--- src/dsau_regs.vh ---
// constants shared by the data-space access unit files
`ifndef DSAU_REGS_VH
`define DSAU_REGS_VH

// stack pointer value after reset
`define DSAU_SP_RST       16'h0800
// stack addresses below this bound are an underflow
`define DSAU_SP_FLOOR     16'h0800
// all-zero answer for invalid accesses
`define DSAU_ZERO_WORD    16'h0000
`define DSAU_ZERO_BYTE    8'h00
// pointer steps for post-increment and stack moves
`define DSAU_BYTE_STEP    16'h0001
`define DSAU_WORD_STEP    16'h0002
// width of the near direct address field
`define DSAU_NEAR_W       13
// kinds of word pushed onto the stack
`define DSAU_PUSH_DATA    2'h0
`define DSAU_PUSH_CALL    2'h1
`define DSAU_PUSH_EXC     2'h2
// default map of the implemented data memory and its y part
`define DSAU_MEM_LO       16'h0800
`define DSAU_MEM_HI       16'h08ff
`define DSAU_Y_LO         16'h0880
`define DSAU_Y_HI         16'h08ff
// default count of reversed address bits above bit 0
`define DSAU_BR_BITS      8

`endif

--- src/dsau_stack.v ---
// software stack pointer, stack limit and stack error detection
`timescale 1ns/10ps
`default_nettype none
`include "dsau_regs.vh"

module dsau_stack (
  // clock and reset
  input  wire        mclk_in,
  input  wire        rst_in,
  // stack operations from the core
  input  wire        push_in,
  input  wire        pop_in,
  input  wire [1:0]  push_src_in,
  input  wire [15:0] push_data_in,
  input  wire [7:0]  status_low_byte_in,
  // pointer and limit writes
  input  wire        sp_wr_in,
  input  wire [15:0] sp_wdata_in,
  input  wire        limit_wr_in,
  input  wire [15:0] limit_wdata_in,
  // effective address and data for the x bus
  output reg  [15:0] stk_ea_out,
  output reg  [15:0] stk_wdata_out,
  output wire        stk_err_out,
  output reg  [15:0] stack_pointer_out
);

  reg  [15:0] stack_limit_r;
  reg         limit_loaded_r;
  wire [15:0] sp_dec;

  assign sp_dec = stack_pointer_out - `DSAU_WORD_STEP;

  // push uses the free word, pop the word below it
  always @* begin
    stk_ea_out = pop_in ? sp_dec : stack_pointer_out;
  end

  always @* begin
    case (push_src_in)
      `DSAU_PUSH_CALL: stk_wdata_out = {`DSAU_ZERO_BYTE, push_data_in[7:0]};
      `DSAU_PUSH_EXC:  stk_wdata_out = {status_low_byte_in, push_data_in[7:0]};
      default:         stk_wdata_out = push_data_in;
    endcase
  end

  // equal to the limit is still legal; one word beyond traps
  assign stk_err_out = (push_in | pop_in) &
                       ((limit_loaded_r & (stk_ea_out > stack_limit_r)) |
                        (stk_ea_out < `DSAU_SP_FLOOR));

  always @(posedge mclk_in) begin
    if (rst_in) begin
      stack_pointer_out <= `DSAU_SP_RST;
    end else if (sp_wr_in) begin
      stack_pointer_out <= {sp_wdata_in[15:1], 1'b0};
    end else if (push_in) begin
      stack_pointer_out <= stack_pointer_out + `DSAU_WORD_STEP;
    end else if (pop_in) begin
      stack_pointer_out <= sp_dec;
    end
  end

  // the limit itself is not reset; checks wait until it is written
  always @(posedge mclk_in) begin
    if (limit_wr_in) begin
      stack_limit_r <= {limit_wdata_in[15:1], 1'b0};
    end
  end

  always @(posedge mclk_in) begin
    if (rst_in) begin
      limit_loaded_r <= 1'b0;
    end else if (limit_wr_in) begin
      limit_loaded_r <= 1'b1;
    end
  end

endmodule
`default_nettype wire

--- src/dsau_top.v ---
// data-space access unit: x/y buses, alignment, invalid access and stack checks
// Behaviour
// - all data writes leave over x write bus
// - bit reversal only on x writes
// - mac reads x and y pointers concurrently
// - y bus never writes
// - accumulator write-back may hit any address
// - unimplemented address reads return zero
// - mac cross-space pointer reads return zero
// - effective addresses are 16-bit byte addresses
// - byte read selects byte onto low lane
// - byte write strobes only its lane
// - y path fetches words only
// - post-increment steps one byte or two
// - odd word access traps, write suppressed
// - byte load keeps register high byte
// - near field reaches low 8 kbyte directly
// - stack grows upward, post-inc push, pre-dec pop
// - call push clears upper byte
// - exception push carries status low byte
// - stack limit unreset, bit zero reads zero
// - push beyond stack limit traps
// - stack address below floor traps
`timescale 1ns/10ps
`default_nettype none
`include "dsau_regs.vh"

module dsau_top #(
  parameter [15:0] MEM_LO  = `DSAU_MEM_LO,
  parameter [15:0] MEM_HI  = `DSAU_MEM_HI,
  parameter [15:0] Y_LO    = `DSAU_Y_LO,
  parameter [15:0] Y_HI    = `DSAU_Y_HI,
  parameter        BR_BITS = `DSAU_BR_BITS
) (
  // clock and reset
  input  wire        mclk_in,
  input  wire        rst_in,
  // x access request from the core
  input  wire        xreq_valid_in,
  input  wire        xreq_write_in,
  input  wire        xreq_byte_in,
  input  wire        xreq_mac_in,
  input  wire        xreq_bitrev_in,
  input  wire        xreq_near_in,
  input  wire        xreq_postinc_in,
  input  wire [15:0] xreq_ea_in,
  input  wire [12:0] xreq_near_addr_in,
  input  wire [15:0] xreq_wdata_in,
  output wire        xreq_ready_out,
  // x read answer to the core
  input  wire [15:0] wreg_old_in,
  output reg  [15:0] x_rdata_out,
  output reg  [15:0] wreg_merged_out,
  output reg         x_rvalid_out,
  // post-increment pointer answer
  output reg  [15:0] ptr_next_out,
  output reg         ptr_next_valid_out,
  // y prefetch request and answer
  input  wire        yreq_valid_in,
  input  wire [15:0] yreq_ea_in,
  output reg  [15:0] y_rdata_out,
  output reg         y_rvalid_out,
  // stack operations
  input  wire        stk_push_in,
  input  wire        stk_pop_in,
  input  wire [1:0]  stk_push_src_in,
  input  wire [15:0] stk_push_data_in,
  input  wire [7:0]  status_low_byte_in,
  input  wire        sp_wr_in,
  input  wire [15:0] sp_wdata_in,
  input  wire        limit_wr_in,
  input  wire [15:0] limit_wdata_in,
  output wire [15:0] stack_pointer_out,
  // trap requests to the exception logic
  output reg         addr_err_trap_out,
  output reg         stack_err_trap_out,
  // x data memory port
  output reg  [14:0] xmem_addr_out,
  output reg         xmem_rd_out,
  output reg         xmem_we_lo_out,
  output reg         xmem_we_hi_out,
  output reg  [15:0] xmem_wdata_out,
  input  wire [15:0] xmem_rdata_in,
  // y data memory port, read only
  output reg  [14:0] ymem_addr_out,
  output reg         ymem_rd_out,
  input  wire [15:0] ymem_rdata_in
);

  // true when an address lies in [lo, hi]
  function in_range;
    input [15:0] ea;
    input [15:0] lo;
    input [15:0] hi;
    begin
      in_range = (ea >= lo) && (ea <= hi);
    end
  endfunction

  // reverse the word-address bits above bit 0
  function [15:0] bit_rev;
    input [15:0] ea;
    integer i;
    begin
      bit_rev = ea;
      for (i = 0; i < BR_BITS; i = i + 1) begin
        bit_rev[i + 1] = ea[BR_BITS - i];
      end
    end
  endfunction

  // strobe of one byte lane: words take both lanes, bytes only their own
  function lane_we;
    input wr;
    input is_byte;
    input odd;
    input hi_lane;
    begin
      lane_we = wr & (~is_byte | (odd == hi_lane));
    end
  endfunction

  wire [15:0] stk_ea;
  wire [15:0] stk_wdata;
  wire        stk_err;

  wire        stk_op;
  wire        x_go;
  wire [15:0] x_ea_raw;
  wire [15:0] x_ea;
  wire [15:0] acc_ea;
  wire        acc_wr;
  wire        acc_rd;
  wire        acc_byte;
  wire        acc_mac;
  wire        misalign;
  wire        impl;
  wire        zero_x;
  wire        wr_ok;
  wire [15:0] acc_wdata;
  wire        y_misalign;
  wire        y_zero;

  // x read pipeline: address stage, memory stage
  reg         x_rd_s1_r;
  reg         x_byte_s1_r;
  reg         x_sel_s1_r;
  reg         x_zero_s1_r;
  reg         x_rd_s2_r;
  reg         x_byte_s2_r;
  reg         x_sel_s2_r;
  reg         x_zero_s2_r;
  reg         y_rd_s1_r;
  reg         y_zero_s1_r;
  reg         y_rd_s2_r;
  reg         y_zero_s2_r;
  reg  [7:0]  x_byte_nxt;
  reg  [15:0] x_word_nxt;

  dsau_stack u_stack (
    .mclk_in            (mclk_in),
    .rst_in             (rst_in),
    .push_in            (stk_push_in),
    .pop_in             (stk_pop_in),
    .push_src_in        (stk_push_src_in),
    .push_data_in       (stk_push_data_in),
    .status_low_byte_in (status_low_byte_in),
    .sp_wr_in           (sp_wr_in),
    .sp_wdata_in        (sp_wdata_in),
    .limit_wr_in        (limit_wr_in),
    .limit_wdata_in     (limit_wdata_in),
    .stk_ea_out         (stk_ea),
    .stk_wdata_out      (stk_wdata),
    .stk_err_out        (stk_err),
    .stack_pointer_out  (stack_pointer_out)
  );

  // a stack operation owns the x bus for its cycle
  assign stk_op         = stk_push_in | stk_pop_in;
  assign xreq_ready_out = ~stk_op;
  assign x_go           = xreq_valid_in & ~stk_op;

  // near direct field is zero-extended into the low region
  assign x_ea_raw = xreq_near_in ?
                    {3'h0, xreq_near_addr_in} : xreq_ea_in;
  assign x_ea     = (xreq_write_in & xreq_bitrev_in) ?
                    bit_rev(x_ea_raw) : x_ea_raw;

  assign acc_ea   = stk_op ? stk_ea : x_ea;
  assign acc_wr   = stk_push_in | (x_go & xreq_write_in);
  assign acc_rd   = stk_pop_in | (x_go & ~xreq_write_in);
  assign acc_byte = x_go & xreq_byte_in;
  // write-back under mac ignores the x/y split
  assign acc_mac  = x_go & xreq_mac_in & ~xreq_write_in;

  assign misalign = (acc_wr | acc_rd) & ~acc_byte & acc_ea[0];
  assign impl     = in_range(acc_ea, MEM_LO, MEM_HI);
  assign zero_x   = ~impl |
                    (acc_mac & in_range(acc_ea, Y_LO, Y_HI));
  assign wr_ok    = acc_wr & ~misalign & impl;

  assign acc_wdata = stk_push_in ? stk_wdata :
                     acc_byte ? {xreq_wdata_in[7:0], xreq_wdata_in[7:0]} :
                     xreq_wdata_in;

  // y pointers outside y space, or outside memory, read as zero
  assign y_misalign = yreq_valid_in & yreq_ea_in[0];
  assign y_zero     = ~in_range(yreq_ea_in, Y_LO, Y_HI) |
                      ~in_range(yreq_ea_in, MEM_LO, MEM_HI);

  // x memory port, one cycle per access
  always @(posedge mclk_in) begin
    if (rst_in) begin
      xmem_addr_out  <= 15'h0000;
      xmem_rd_out    <= 1'b0;
      xmem_we_lo_out <= 1'b0;
      xmem_we_hi_out <= 1'b0;
      xmem_wdata_out <= 16'h0000;
    end else begin
      xmem_addr_out  <= acc_ea[15:1];
      xmem_rd_out    <= acc_rd & impl;
      xmem_we_lo_out <= lane_we(wr_ok, acc_byte, acc_ea[0], 1'b0);
      xmem_we_hi_out <= lane_we(wr_ok, acc_byte, acc_ea[0], 1'b1);
      xmem_wdata_out <= acc_wdata;
    end
  end

  // y memory port, concurrent with x during mac prefetch
  always @(posedge mclk_in) begin
    if (rst_in) begin
      ymem_addr_out <= 15'h0000;
      ymem_rd_out   <= 1'b0;
    end else begin
      ymem_addr_out <= yreq_ea_in[15:1];
      ymem_rd_out   <= yreq_valid_in & ~y_zero;
    end
  end

  // read tracking through the memory stage
  always @(posedge mclk_in) begin
    if (rst_in) begin
      x_rd_s1_r   <= 1'b0;
      x_byte_s1_r <= 1'b0;
      x_sel_s1_r  <= 1'b0;
      x_zero_s1_r <= 1'b0;
      x_rd_s2_r   <= 1'b0;
      x_byte_s2_r <= 1'b0;
      x_sel_s2_r  <= 1'b0;
      x_zero_s2_r <= 1'b0;
      y_rd_s1_r   <= 1'b0;
      y_zero_s1_r <= 1'b0;
      y_rd_s2_r   <= 1'b0;
      y_zero_s2_r <= 1'b0;
    end else begin
      x_rd_s1_r   <= acc_rd;
      x_byte_s1_r <= acc_byte;
      x_sel_s1_r  <= acc_ea[0];
      x_zero_s1_r <= zero_x;
      x_rd_s2_r   <= x_rd_s1_r;
      x_byte_s2_r <= x_byte_s1_r;
      x_sel_s2_r  <= x_sel_s1_r;
      x_zero_s2_r <= x_zero_s1_r;
      y_rd_s1_r   <= yreq_valid_in;
      y_zero_s1_r <= y_zero;
      y_rd_s2_r   <= y_rd_s1_r;
      y_zero_s2_r <= y_zero_s1_r;
    end
  end

  // byte select and zero substitution on the x read path
  always @* begin
    x_byte_nxt = x_sel_s2_r ? xmem_rdata_in[15:8] : xmem_rdata_in[7:0];
    if (x_zero_s2_r) begin
      x_byte_nxt = `DSAU_ZERO_BYTE;
    end
    if (x_zero_s2_r) begin
      x_word_nxt = `DSAU_ZERO_WORD;
    end else if (x_byte_s2_r) begin
      x_word_nxt = {8'h00, x_byte_nxt};
    end else begin
      x_word_nxt = xmem_rdata_in;
    end
  end

  always @(posedge mclk_in) begin
    if (rst_in) begin
      x_rdata_out     <= 16'h0000;
      wreg_merged_out <= 16'h0000;
      x_rvalid_out    <= 1'b0;
    end else begin
      x_rvalid_out <= x_rd_s2_r;
      if (x_rd_s2_r) begin
        x_rdata_out     <= x_word_nxt;
        wreg_merged_out <= x_byte_s2_r ?
                           {wreg_old_in[15:8], x_byte_nxt} : x_word_nxt;
      end
    end
  end

  // y answers are always whole words
  always @(posedge mclk_in) begin
    if (rst_in) begin
      y_rdata_out  <= 16'h0000;
      y_rvalid_out <= 1'b0;
    end else begin
      y_rvalid_out <= y_rd_s2_r;
      if (y_rd_s2_r) begin
        y_rdata_out <= y_zero_s2_r ? `DSAU_ZERO_WORD : ymem_rdata_in;
      end
    end
  end

  // post-increment result, scaled by access size
  always @(posedge mclk_in) begin
    if (rst_in) begin
      ptr_next_out       <= 16'h0000;
      ptr_next_valid_out <= 1'b0;
    end else begin
      ptr_next_valid_out <= x_go & xreq_postinc_in;
      if (x_go & xreq_postinc_in) begin
        ptr_next_out <= xreq_ea_in +
                        (xreq_byte_in ? `DSAU_BYTE_STEP : `DSAU_WORD_STEP);
      end
    end
  end

  // trap requests, one cycle each, independent of one another
  always @(posedge mclk_in) begin
    if (rst_in) begin
      addr_err_trap_out  <= 1'b0;
      stack_err_trap_out <= 1'b0;
    end else begin
      // both traps may pulse together; the exception logic orders them
      addr_err_trap_out  <= misalign | y_misalign;
      stack_err_trap_out <= stk_err;
    end
  end

endmodule
`default_nettype wire

--- config.mk ---
export PLATFORM = sky130hd
export DESIGN_NAME = dsau_top
export DESIGN_NICKNAME = d
export VERILOG_FILES = /design/src/dsau_stack.v /design/src/dsau_top.v
export VERILOG_INCLUDE_DIRS = /design/src
export SDC_FILE = /design/constraint.sdc
export NUM_CORES = 1
export LEC_CHECK = 0
export BUFFER_PORTS_ARGS = -buffer_cell sky130_fd_sc_hd__buf_2
export CORE_ASPECT_RATIO = 1.75
export CORE_MARGIN = 2
export CORE_UTILIZATION = 35
export DETAILED_ROUTE_END_ITERATION = 6
export GPL_ROUTABILITY_DRIVEN = 0
export SETUP_SLACK_MARGIN = 0.3
export SYNTH_ARGS = -nofsm -noshare
export SYNTH_HDL_FRONTEND = slang
export SYNTH_SLANG_ARGS = --single-unit
--- constraint.sdc ---
create_clock -name mclk_in -period 3.3 [get_ports mclk_in]
set_input_delay 0.165 -clock mclk_in [delete_from_list [all_inputs] [get_ports mclk_in]]
set_output_delay 0.165 -clock mclk_in [all_outputs]
set_load 0.05 [all_outputs]
; ---- Word level (Yosys, flattened, before mapping)
; Index checks and enable logic that the tools add are counted.
[totals]
regBits = 163
in_bits = 181
out_inout_bits = 136
elab_cells = 105
[op_classes]
n_addsub = 3
order_cmp = 8
eq_ne = 2
mux = 16
bitwise_logic = 39
n_reduce_logical = 5
[ops]
columns = cell, count
row1 = $mux W16, 11
row2 = $ge A16 B12 Y1 const B, 4
row3 = $le A16 B12 Y1 const B, 2
row4 = $pmux W16 S2, 1
row5 = $and A1 B1 Y1, 20
row6 = $add A16 B2 Y16, 1
row7 = $add A16 B2 Y16 const B, 1
row8 = $gt A16 B16 Y1, 1
row9 = $lt A16 B12 Y1 const B, 1
row10 = $mux W8, 2
row11 = $sub A16 B2 Y16 const B, 1
row12 = $or A1 B1 Y1, 10
row13 = $mux W9, 1
row14 = $not A1 Y1, 9
row15 = $logic_and A1 B1 Y1, 4
row16 = $eq A2 B1 Y1 const B, 1
row17 = $eq A2 B2 Y1 const B, 1
row18 = $mux W2, 1
row19 = $reduce_or A2 Y1, 1

; ---- Longest topological paths before layout
; Gate-level depths: netlist of the first run.
[depth]
word_depth = 12
mapped_depth = 12
mapped_depth_nobuf = 12

; ---- Cells and area by module
; Synthesis of the first run repeated with hierarchy kept, for this count alone.
[hier_totals]
hier_cells = 815
area_unflattened_um2 = 7523.5
[by_module_without_submodules]
columns = module, n_inst, cells_per_inst, area_per_inst_um2, seq_area_each_um2
row1 = dsau_top, 1, 548, 5231.3, 2622.5
row2 = dsau_stack, 1, 267, 2292.2, 770.7

; ---- Worst setup path after synthesis of the first run
; OpenSTA, ideal clock, no wires.
[synth_path]
path_kind = flip-flop to flip-flop
start = register u_stack.stack_pointer_out[1]
end = register stack_err_trap_out
setup_ps = 132
arrival_ps = 2698
required_time_ps = 3168
slack_ps = 470
path_stages_with_launch = 11
path_buffers = 0
period_less_slack_ps = 2830
path_cell_list = dfxtp_1 inv_1 ha_1 a21oi_1 ha_1 nor2b_1 o211ai_1 a21boi_0 o41a_1 o31ai_1 o41ai_2
[synth_via]
elab_chain_len = 6
word_cells_on_any_way = 7
cone_classes = 1 x add/sub / 2 x order compare / 1 x mux / 3 x bitwise
[synth_lines]
columns = element, line
row1 = "start, declared", dsau_stack.v:25  ; output reg [15:0] stack_pointer_out
row2 = "start signal, assigned", dsau_stack.v:54  ; stack_pointer_out <= `DSAU_SP_RST;
row3 = "start signal, assigned", dsau_stack.v:56  ; stack_pointer_out <= {sp_wdata_in[15:1], 1'b0};
row4 = "start signal, assigned", dsau_stack.v:58  ; stack_pointer_out <= stack_pointer_out + `DSAU_WORD_STEP;
row5 = $sub A16 B2 Y16 (no source line), --
row6 = $mux W16 (*), --
row7 = $gt A16 B16 Y1, dsau_stack.v:49  ; ((limit_loaded_r & (stk_ea_out > stack_limit_r)) |
row8 = $and A1 B1 Y1, dsau_stack.v:49
row9 = $or A1 B1 Y1 (*), dsau_stack.v:49
row10 = $and A1 B1 Y1 (*), dsau_stack.v:48  ; assign stk_err_out = (push_in | pop_in) &
row11 = "end signal, assigned", dsau_top.v:335  ; stack_err_trap_out <= stk_err;
row12 = "end, declared", dsau_top.v:76  ; output reg stack_err_trap_out,
; Mark *: on every way between the ends. The rest lies on a longest branch, timed or not.
; A chain may end at the register's enable or synchronous reset.

; ---- Worst setup path in the final report of the first run
[layout_path]
start = register u_stack.stack_pointer_out[5]
end = register stack_err_trap_out
; Same word-level chain as after synthesis.

==> results.py, run 1 <==
metrics = {
    "sta": {
        "grt_setup_unrepaired": "false",
        "slew_violations": 0,
        "fin_setup_tns_ns": 0,
        "layout_setup_ws_ns": 0.414,
        "fin_worst_skew_ns": 0.00592,
        "min_period_over_period_pct": 87.4,
        "tightest_slew_ns": 1.06,
        "period_minus_slack_ns": 2.89,
        "relSlewSlack_pct": 29.2,
        "hold_violations": 0,
        "fmax_mhz": 347,
        "finalSetupViolations": 0,
    },
    "floorplan": {
        "die_y_um": 197,
        "core_sq_mm": 0.0209,
        "rows": 70,
        "die_area_sq_mm": 0.0226,
        "ios": 317,
        "start_util_pct": 35.8,
        "fp.dieW_um": 115,
    },
    "finish": {
        "fin_area_sq_mm": 0.0105,
        "drive_gt1_share_pct": 32.1,
        "final_util_pct": 50.4,
        "syn2layout_area_growth_pct": 40.8,
        "nFillCells": 1995,
        "fin_nets": 1362,
    },
    "routing": {
        "drtPass1Iterations": 4,
        "wl_um": 24900,
        "via_per_inst": 5.06,
        "dr.first_iter.drc_count": 373,
        "num_vias": 7214,
        "drc": 0,
        "drt-wirelength-per-cell_um": 17.4,
        "ant_nets": 0,
    },
    "setup_path": {
        "required_ns": 3.60,
        "cp_max_fo": 10,
        "end_kind": "register",
        "critPathLaunchType": "register",
        "cp_data_arrival_time_ns": 3.19,
        "crit_type": "reg -> reg",
    },
    "logic_synthesis": {
        "yosys-top-cells-area": "dfxtp_1 (39%), edfxtp_1 (6.0%), nor2_1 (5.1%)",
        "synth_largest_area_cell": "dfxtp_1",
        "avgSynthCellArea_sq_um": 9.27,
        "ys.flop_type": "dfxtp_1",
        "synth.distinct_cells": 65,
        "ys_ff_latch": 162,
        "synth_cells": 808,
        "netlist_area_sq_mm": 0.00749,
        "synth-seq-area-share_pct": 45.3,
        "syn_nets": 1010,
        "yosysWarnings": 0,
        "synth-edff-count": 15,
        "netlist.area_leader.share_pct": 39.3,
        "synthArstFlopShare_pct": 0,
    },
    "cts": {
        "insertion_delay_ns": 0.43,
        "cts_tree": "done",
        "path_clk_slew_ns": 0.06,
        "cts.sinks": 162,
        "cts_max_path_buffers": 2,
        "htreeDepth": 4,
        "cts_made_buffers": 17,
        "root_buffer": "clkbuf_16",
    },
    "global_route": {
        "grt_pass1_wl_um": 37800,
        "gr-usage-all-layers_pct": 22.0,
        "grt_pass1_vias": 7134,
        "grt_overflow": 0,
        "grt_antenna_before_repair": 1,
        "grt_max_degree": 75,
    },
    "hold_path": {
        "holdCritPathClass": "in -> reg",
    },
    "run_status": {
        "status": "finished, final reports clean",
    },
    "power_and_ir_drop": {
        "p_leak_nw": 4.79,
        "fin_total_pwr_mw": 5.27,
        "ir_worst_vdd_v": 0.000324,
        "power_density_mw_per_mm2": 500,
    },
    "placed_design": {
        "placed_cell_area_sq_mm": 0.00919,
        "dp_slack_ns": 0.457,
        "io_buffers": 305,
        "place_hpwl_um": 19200,
    },
    "job": {
        "cap_violations": 0,
    },
}
[sequential cells by signal, indices dropped and copies added, names as in the netlist, 15 cells and up]
name	count
wreg_merged_out	16
x_rdata_out	16
ptr_next_out	16
xmem_addr_out	15
u_stack.stack_limit_r	15
xmem_wdata_out	16
y_rdata_out	16
u_stack.stack_pointer_out	15
ymem_addr_out	15
[per-layer routing]
layer | up-vias | part of all wire [%] | wire, um | global-route usage [%]
met1 | 3344 | 35 | 8790 | 22.3
met5 | - | 0 | 0 | 0
met2 | 264 | 54 | 13500 | 40.3
met3 | 63 | 4.7 | 1160 | 4.36
met4 | 0 | 5.7 | 1420 | 13.7
li1 | 3543 | - | - | -
[metrics by stage]
step	hold slack (ns)	instances
floorplan	0.264	808
global placement	0.343	1319
detailed placement	0.343	1319
CTS	0.00421	1424
global route	0.0275	1426
finish	0.0228	1426
[path summary, 6_finish.rpt]
check	startpoint	end	slack (ns)	cells after the start
setup reg to reg	u_stack.stack_pointer_out[5]	stack_err_trap_out	0.41	9
hold / removal	xreq_wdata_in[7]	xmem_wdata_out[7]	0.02	3
setup / recovery	u_stack.stack_pointer_out[5]	stack_err_trap_out	0.41	9
hold reg to reg	x_sel_s1_r	x_sel_s2_r	0.44	1
[cell usage after synthesis, drive strengths merged (3+ instances only)]
master	n
a211o	7
a211oi	41
a21o	9
a21oi	54
a22oi	15
and3	5
buf	19
clkbuf	41
dfxtp	147
edfxtp	15
ha	20
inv	25
mux2i	21
mux4	8
nand2	36
nand2b	9
nand3	30
nand4	11
nor2	102
nor2b	55
nor3	15
nor3b	5
nor4	11
nor4b	3
o211ai	3
o21a	17
o21ai	9
o22ai	3
or3	5
xnor2	27
xor2	14
[logic make-up (layout without fill, tap and decap cells)]
group	Yosys count	after routing	synth area share, %
and+or+nand+nor	298	298	20.7
other	1	2	0.0501
AOI/OAI and AO/OA	171	171	15.5
DFF	162	162	45.3
buffers and inverters	85	450	4.73
xor gates and xnor gates	41	41	4.90
adders and majority gates	21	21	3.61
muxes	29	29	5.21
[worst max-delay path, cell delays in order, from the launching register on]
cell and delay (ns):
dfxtp_1 0.43, or4_4 0.65, nor4_4 0.32, xor2_2 0.33, ha_1 0.20, nand4_1 0.13, nor4_1 0.36, nor4b_1 0.10
o31ai_1 0.12, o41ai_2 0.11
[layout by cell type (no fill, tap or decap), types with 7 or more instances in the layout]
cell type and count:
a211oi_1 40, dfxtp_1 146, nand2b_1 9, clkbuf_16 18, nor3_1 14, a21oi_1 54, o21a_1 17, mux4_2 8
edfxtp_1 15, inv_1 24, a211o_1 7, nor2b_1 55, a22oi_1 15, buf_4 15, nor4_1 7, nand2_1 36
dlygate4sd3_1 73, xor2_1 12, ha_1 20, xnor2_1 27, mux2i_1 21, o21ai_0 7, nor2_1 102, nand4_1 11
a21o_1 9, nand3_1 30, buf_2 304
[power by group]
group | switching, mW | internal [mW]
sequential | 0.0737 | 2.10
combinational | 0.758 | 0.423
clock | 0.807 | 1.11
total | 1.64 | 3.63
[area by class of cell]
type	count	area (sq um)	share of cell area [%]
Antenna cell	1	2.50	0.0237
Clock buffer	22	475	4.51
Clock inverter	10	100	0.950
Inverter	25	93.8	0.890
Multi-Input combinational cell	561	3770	35.8
Sequential cell	162	3390	32.2
Tap cell	252	315	2.99
Timing Repair Buffer	393	2380	22.6
[repair_timing]
action	4_1_cts	5_1_grt
hold buffers	73	0
hold endpoints to repair	69	0
setup buffers	0	1
gates resized for setup	0	6
endpoints found under the setup margin	0	1
No activity file was read; power rests on OpenSTA's default activity.
==> inputs of run 2 (changes only) <==
--- a/config.mk
+++ b/config.mk
@@ -10,6 +10,7 @@
 export CORE_ASPECT_RATIO = 1.75
 export CORE_MARGIN = 2
 export CORE_UTILIZATION = 35
+export CTS_BUF_LIST = sky130_fd_sc_hd__clkbuf_8
 export DETAILED_ROUTE_END_ITERATION = 6
 export GPL_ROUTABILITY_DRIVEN = 0
 export SETUP_SLACK_MARGIN = 0.3
==> run 2 against run 1 <==
  * Global-route usage shrank 0.064 points
  * Clock skew grew 0.0043 ns
  * Fmax is 2.4% higher
  * Routed wire length hardly changed
  * Die area unchanged
  * Cell area down 0.51%
  * Critical path type unchanged
  * Largest power group unchanged
==> results.py, run 2 (synthesis gave the netlist of run 1 again) <==
metrics = {
    "routing": {
        "via_per_inst": 5.06,
        "drt-wirelength-per-cell_um": 17.3,
        "num_vias": 7281,
        "ant_nets": 0,
        "dr.first_iter.drc_count": 343,
        "drtPass1Iterations": 5,
        "wl_um": 24900,
        "drc": 0,
    },
    "finish": {
        "syn2layout_area_growth_pct": 40.1,
        "fin_nets": 1376,
        "fin_area_sq_mm": 0.0105,
        "final_common_cell": "buf_2",
        "final_cell_mix": "buf_2 (304), dfxtp_1 (145), nor2_1 (102), dlygate4sd3_1 (87), nor2b_1 (55)",
        "drive_gt1_share_pct": 31.8,
    },
    "floorplan": {
        "core_sq_mm": 0.0209,
        "start_util_pct": 35.8,
        "die_y_um": 197,
        "ios": 317,
        "rows": 70,
        "die_area_sq_mm": 0.0226,
        "fp.dieW_um": 115,
    },
    "global_route": {
        "grt_overflow": 0,
        "grt_max_degree": 75,
        "grtUsageMet1_pct": 22.1,
        "grt_pass1_wl_um": 37800,
        "gr-usage-all-layers_pct": 21.9,
        "gr-usage-met3_pct": 3.99,
        "met2_usage_pct": 40.3,
        "grt_pass1_vias": 7188,
        "grt_antenna_before_repair": 1,
        "grt.busiest_layer": "met2",
    },
    "setup_path": {
        "path_cells": "or4_4 > nor4_4 > xor2_2 > ha_1 > nand4_1 > nor4_1 > nor4b_1 > o31ai_1 > o41ai_2",
        "rrSetupSlack_ns": 0.48,
        "crit_type": "reg -> reg",
        "worst-path-buf-inv": 0,
        "critPathSlowestCell": "or4_4",
        "cp_max_fo": 9,
        "crit_family": "simple AND/OR/NAND/NOR gates",
        "slowest_delay_ns": 0.62,
        "cp_data_arrival_time_ns": 3.15,
        "critPathLaunchType": "register",
        "end_kind": "register",
        "required_ns": 3.63,
    },
    "placed_design": {
        "place_hpwl_um": 19200,
        "placed_cell_area_sq_mm": 0.00919,
        "dp_slack_ns": 0.457,
        "io_buffers": 305,
    },
    "sta": {
        "period_minus_slack_ns": 2.82,
        "hold_violations": 0,
        "relSlewSlack_pct": 30.0,
        "fmax_mhz": 355,
        "fin_setup_tns_ns": 0,
        "layout_setup_ws_ns": 0.481,
        "finalSetupViolations": 0,
        "fin_worst_skew_ns": 0.0102,
        "tightest_slew_ns": 1.05,
        "slew_violations": 0,
        "min_period_over_period_pct": 85.4,
        "grt_setup_unrepaired": "false",
        "fin_hold_ws_ns": 0.0425,
    },
    "power_and_ir_drop": {
        "seq_power_share_pct": 45.3,
        "p_sw_mw": 1.57,
        "clockPowerShare_pct": 29.8,
        "p_leak_nw": 4.78,
        "power_density_mw_per_mm2": 457,
        "p_sw_share_pct": 32.8,
        "p_comb_share_pct": 24.9,
        "ir_worst_vdd_v": 0.000243,
        "p_int_mw": 3.22,
    },
    "cts": {
        "cts.sinks": 162,
        "htreeDepth": 4,
        "cts_tree": "done",
        "cts_made_buffers": 17,
        "cts_max_path_buffers": 2,
        "root_buffer": "clkbuf_8",
        "insertion_delay_ns": 0.45,
        "path_clk_slew_ns": 0.08,
    },
    "run_status": {
        "status": "finished, final reports clean",
    },
    "job": {
        "cap_violations": 0,
    },
    "hold_path": {
        "holdCritPathClass": "in -> reg",
    },
}
## run 2: cell count changes in the layout (fill, tap and decap cells not counted), moves of 3 or more
cell	previous run	this run
inv_1	24	27
dlygate4sd3_1	73	87
clkbuf_16	18	0
clkbuf_8	1	18
clkbuf_1	3	0
## run 2: worst reg2reg max path: stages, from the launching register on
cell and delay, ns:
dfxtp_1 0.43, or4_4 0.62, nor4_4 0.32, xor2_2 0.31, ha_1 0.20, nand4_1 0.13
nor4_1 0.36, nor4b_1 0.09, o31ai_1 0.12, o41ai_2 0.11
## run 2: path summary, 6_finish.rpt
check / startpoint / depth (start not counted) / to
setup / recovery: u_stack.stack_pointer_out[8] / 9 / stack_err_trap_out
hold reg to reg: x_sel_s1_r / 1 / x_sel_s2_r
hold / removal: xmem_rdata_in[11] / 3 / x_rdata_out[11]
setup reg to reg: u_stack.stack_pointer_out[8] / 9 / stack_err_trap_out
## run 2: timing repair
action | 4_1_cts | 5_1_grt
setup buffers | 0 | 1
setup endpoints to repair | 0 | 1
resized for setup | 0 | 6
hold buffers | 87 | 0
hold endpoints to repair | 79 | 0
## run 2: power groups by stage
stage          Clock (mW)  Combinational (mW)  Sequential (mW)
2_1_floorplan           0               0.447             2.50
3_3_place_gp            0                1.09             2.21
3_5_place_dp            0                1.10             2.21
4_1_cts              1.50                1.19             2.17
5_1_grt              1.59                1.28             2.18
6_report             1.43                1.19             2.17
## run 2: routing by layer
layer	routed length [um]	part of all wire, %
met4	1440	5.8
met5	0	0
met3	1170	4.7
met2	13500	54
met1	8740	35
## run 2: cell type report
type                    instances  area, sq um
diodes                          1         2.50
clock buffers                  18          248
clock inverters                14          141
fillers                      2009        10400
inverters                      25         93.8
multi-input cells             561         3770
flip-flops and latches        162         3400
well taps                     252          315
repair buffers                407         2520
## run 2: stage by stage
step | power, mW | utilization [%] | instances
after floorplan | 2.95 | - | 808
after global placement | 3.30 | 43.9 | 1319
after detailed placement | 3.31 | 43.9 | 1319
after CTS | 4.86 | 49.9 | 1438
after global routing | 5.05 | 50.1 | 1440
final | 4.79 | 50.1 | 1440
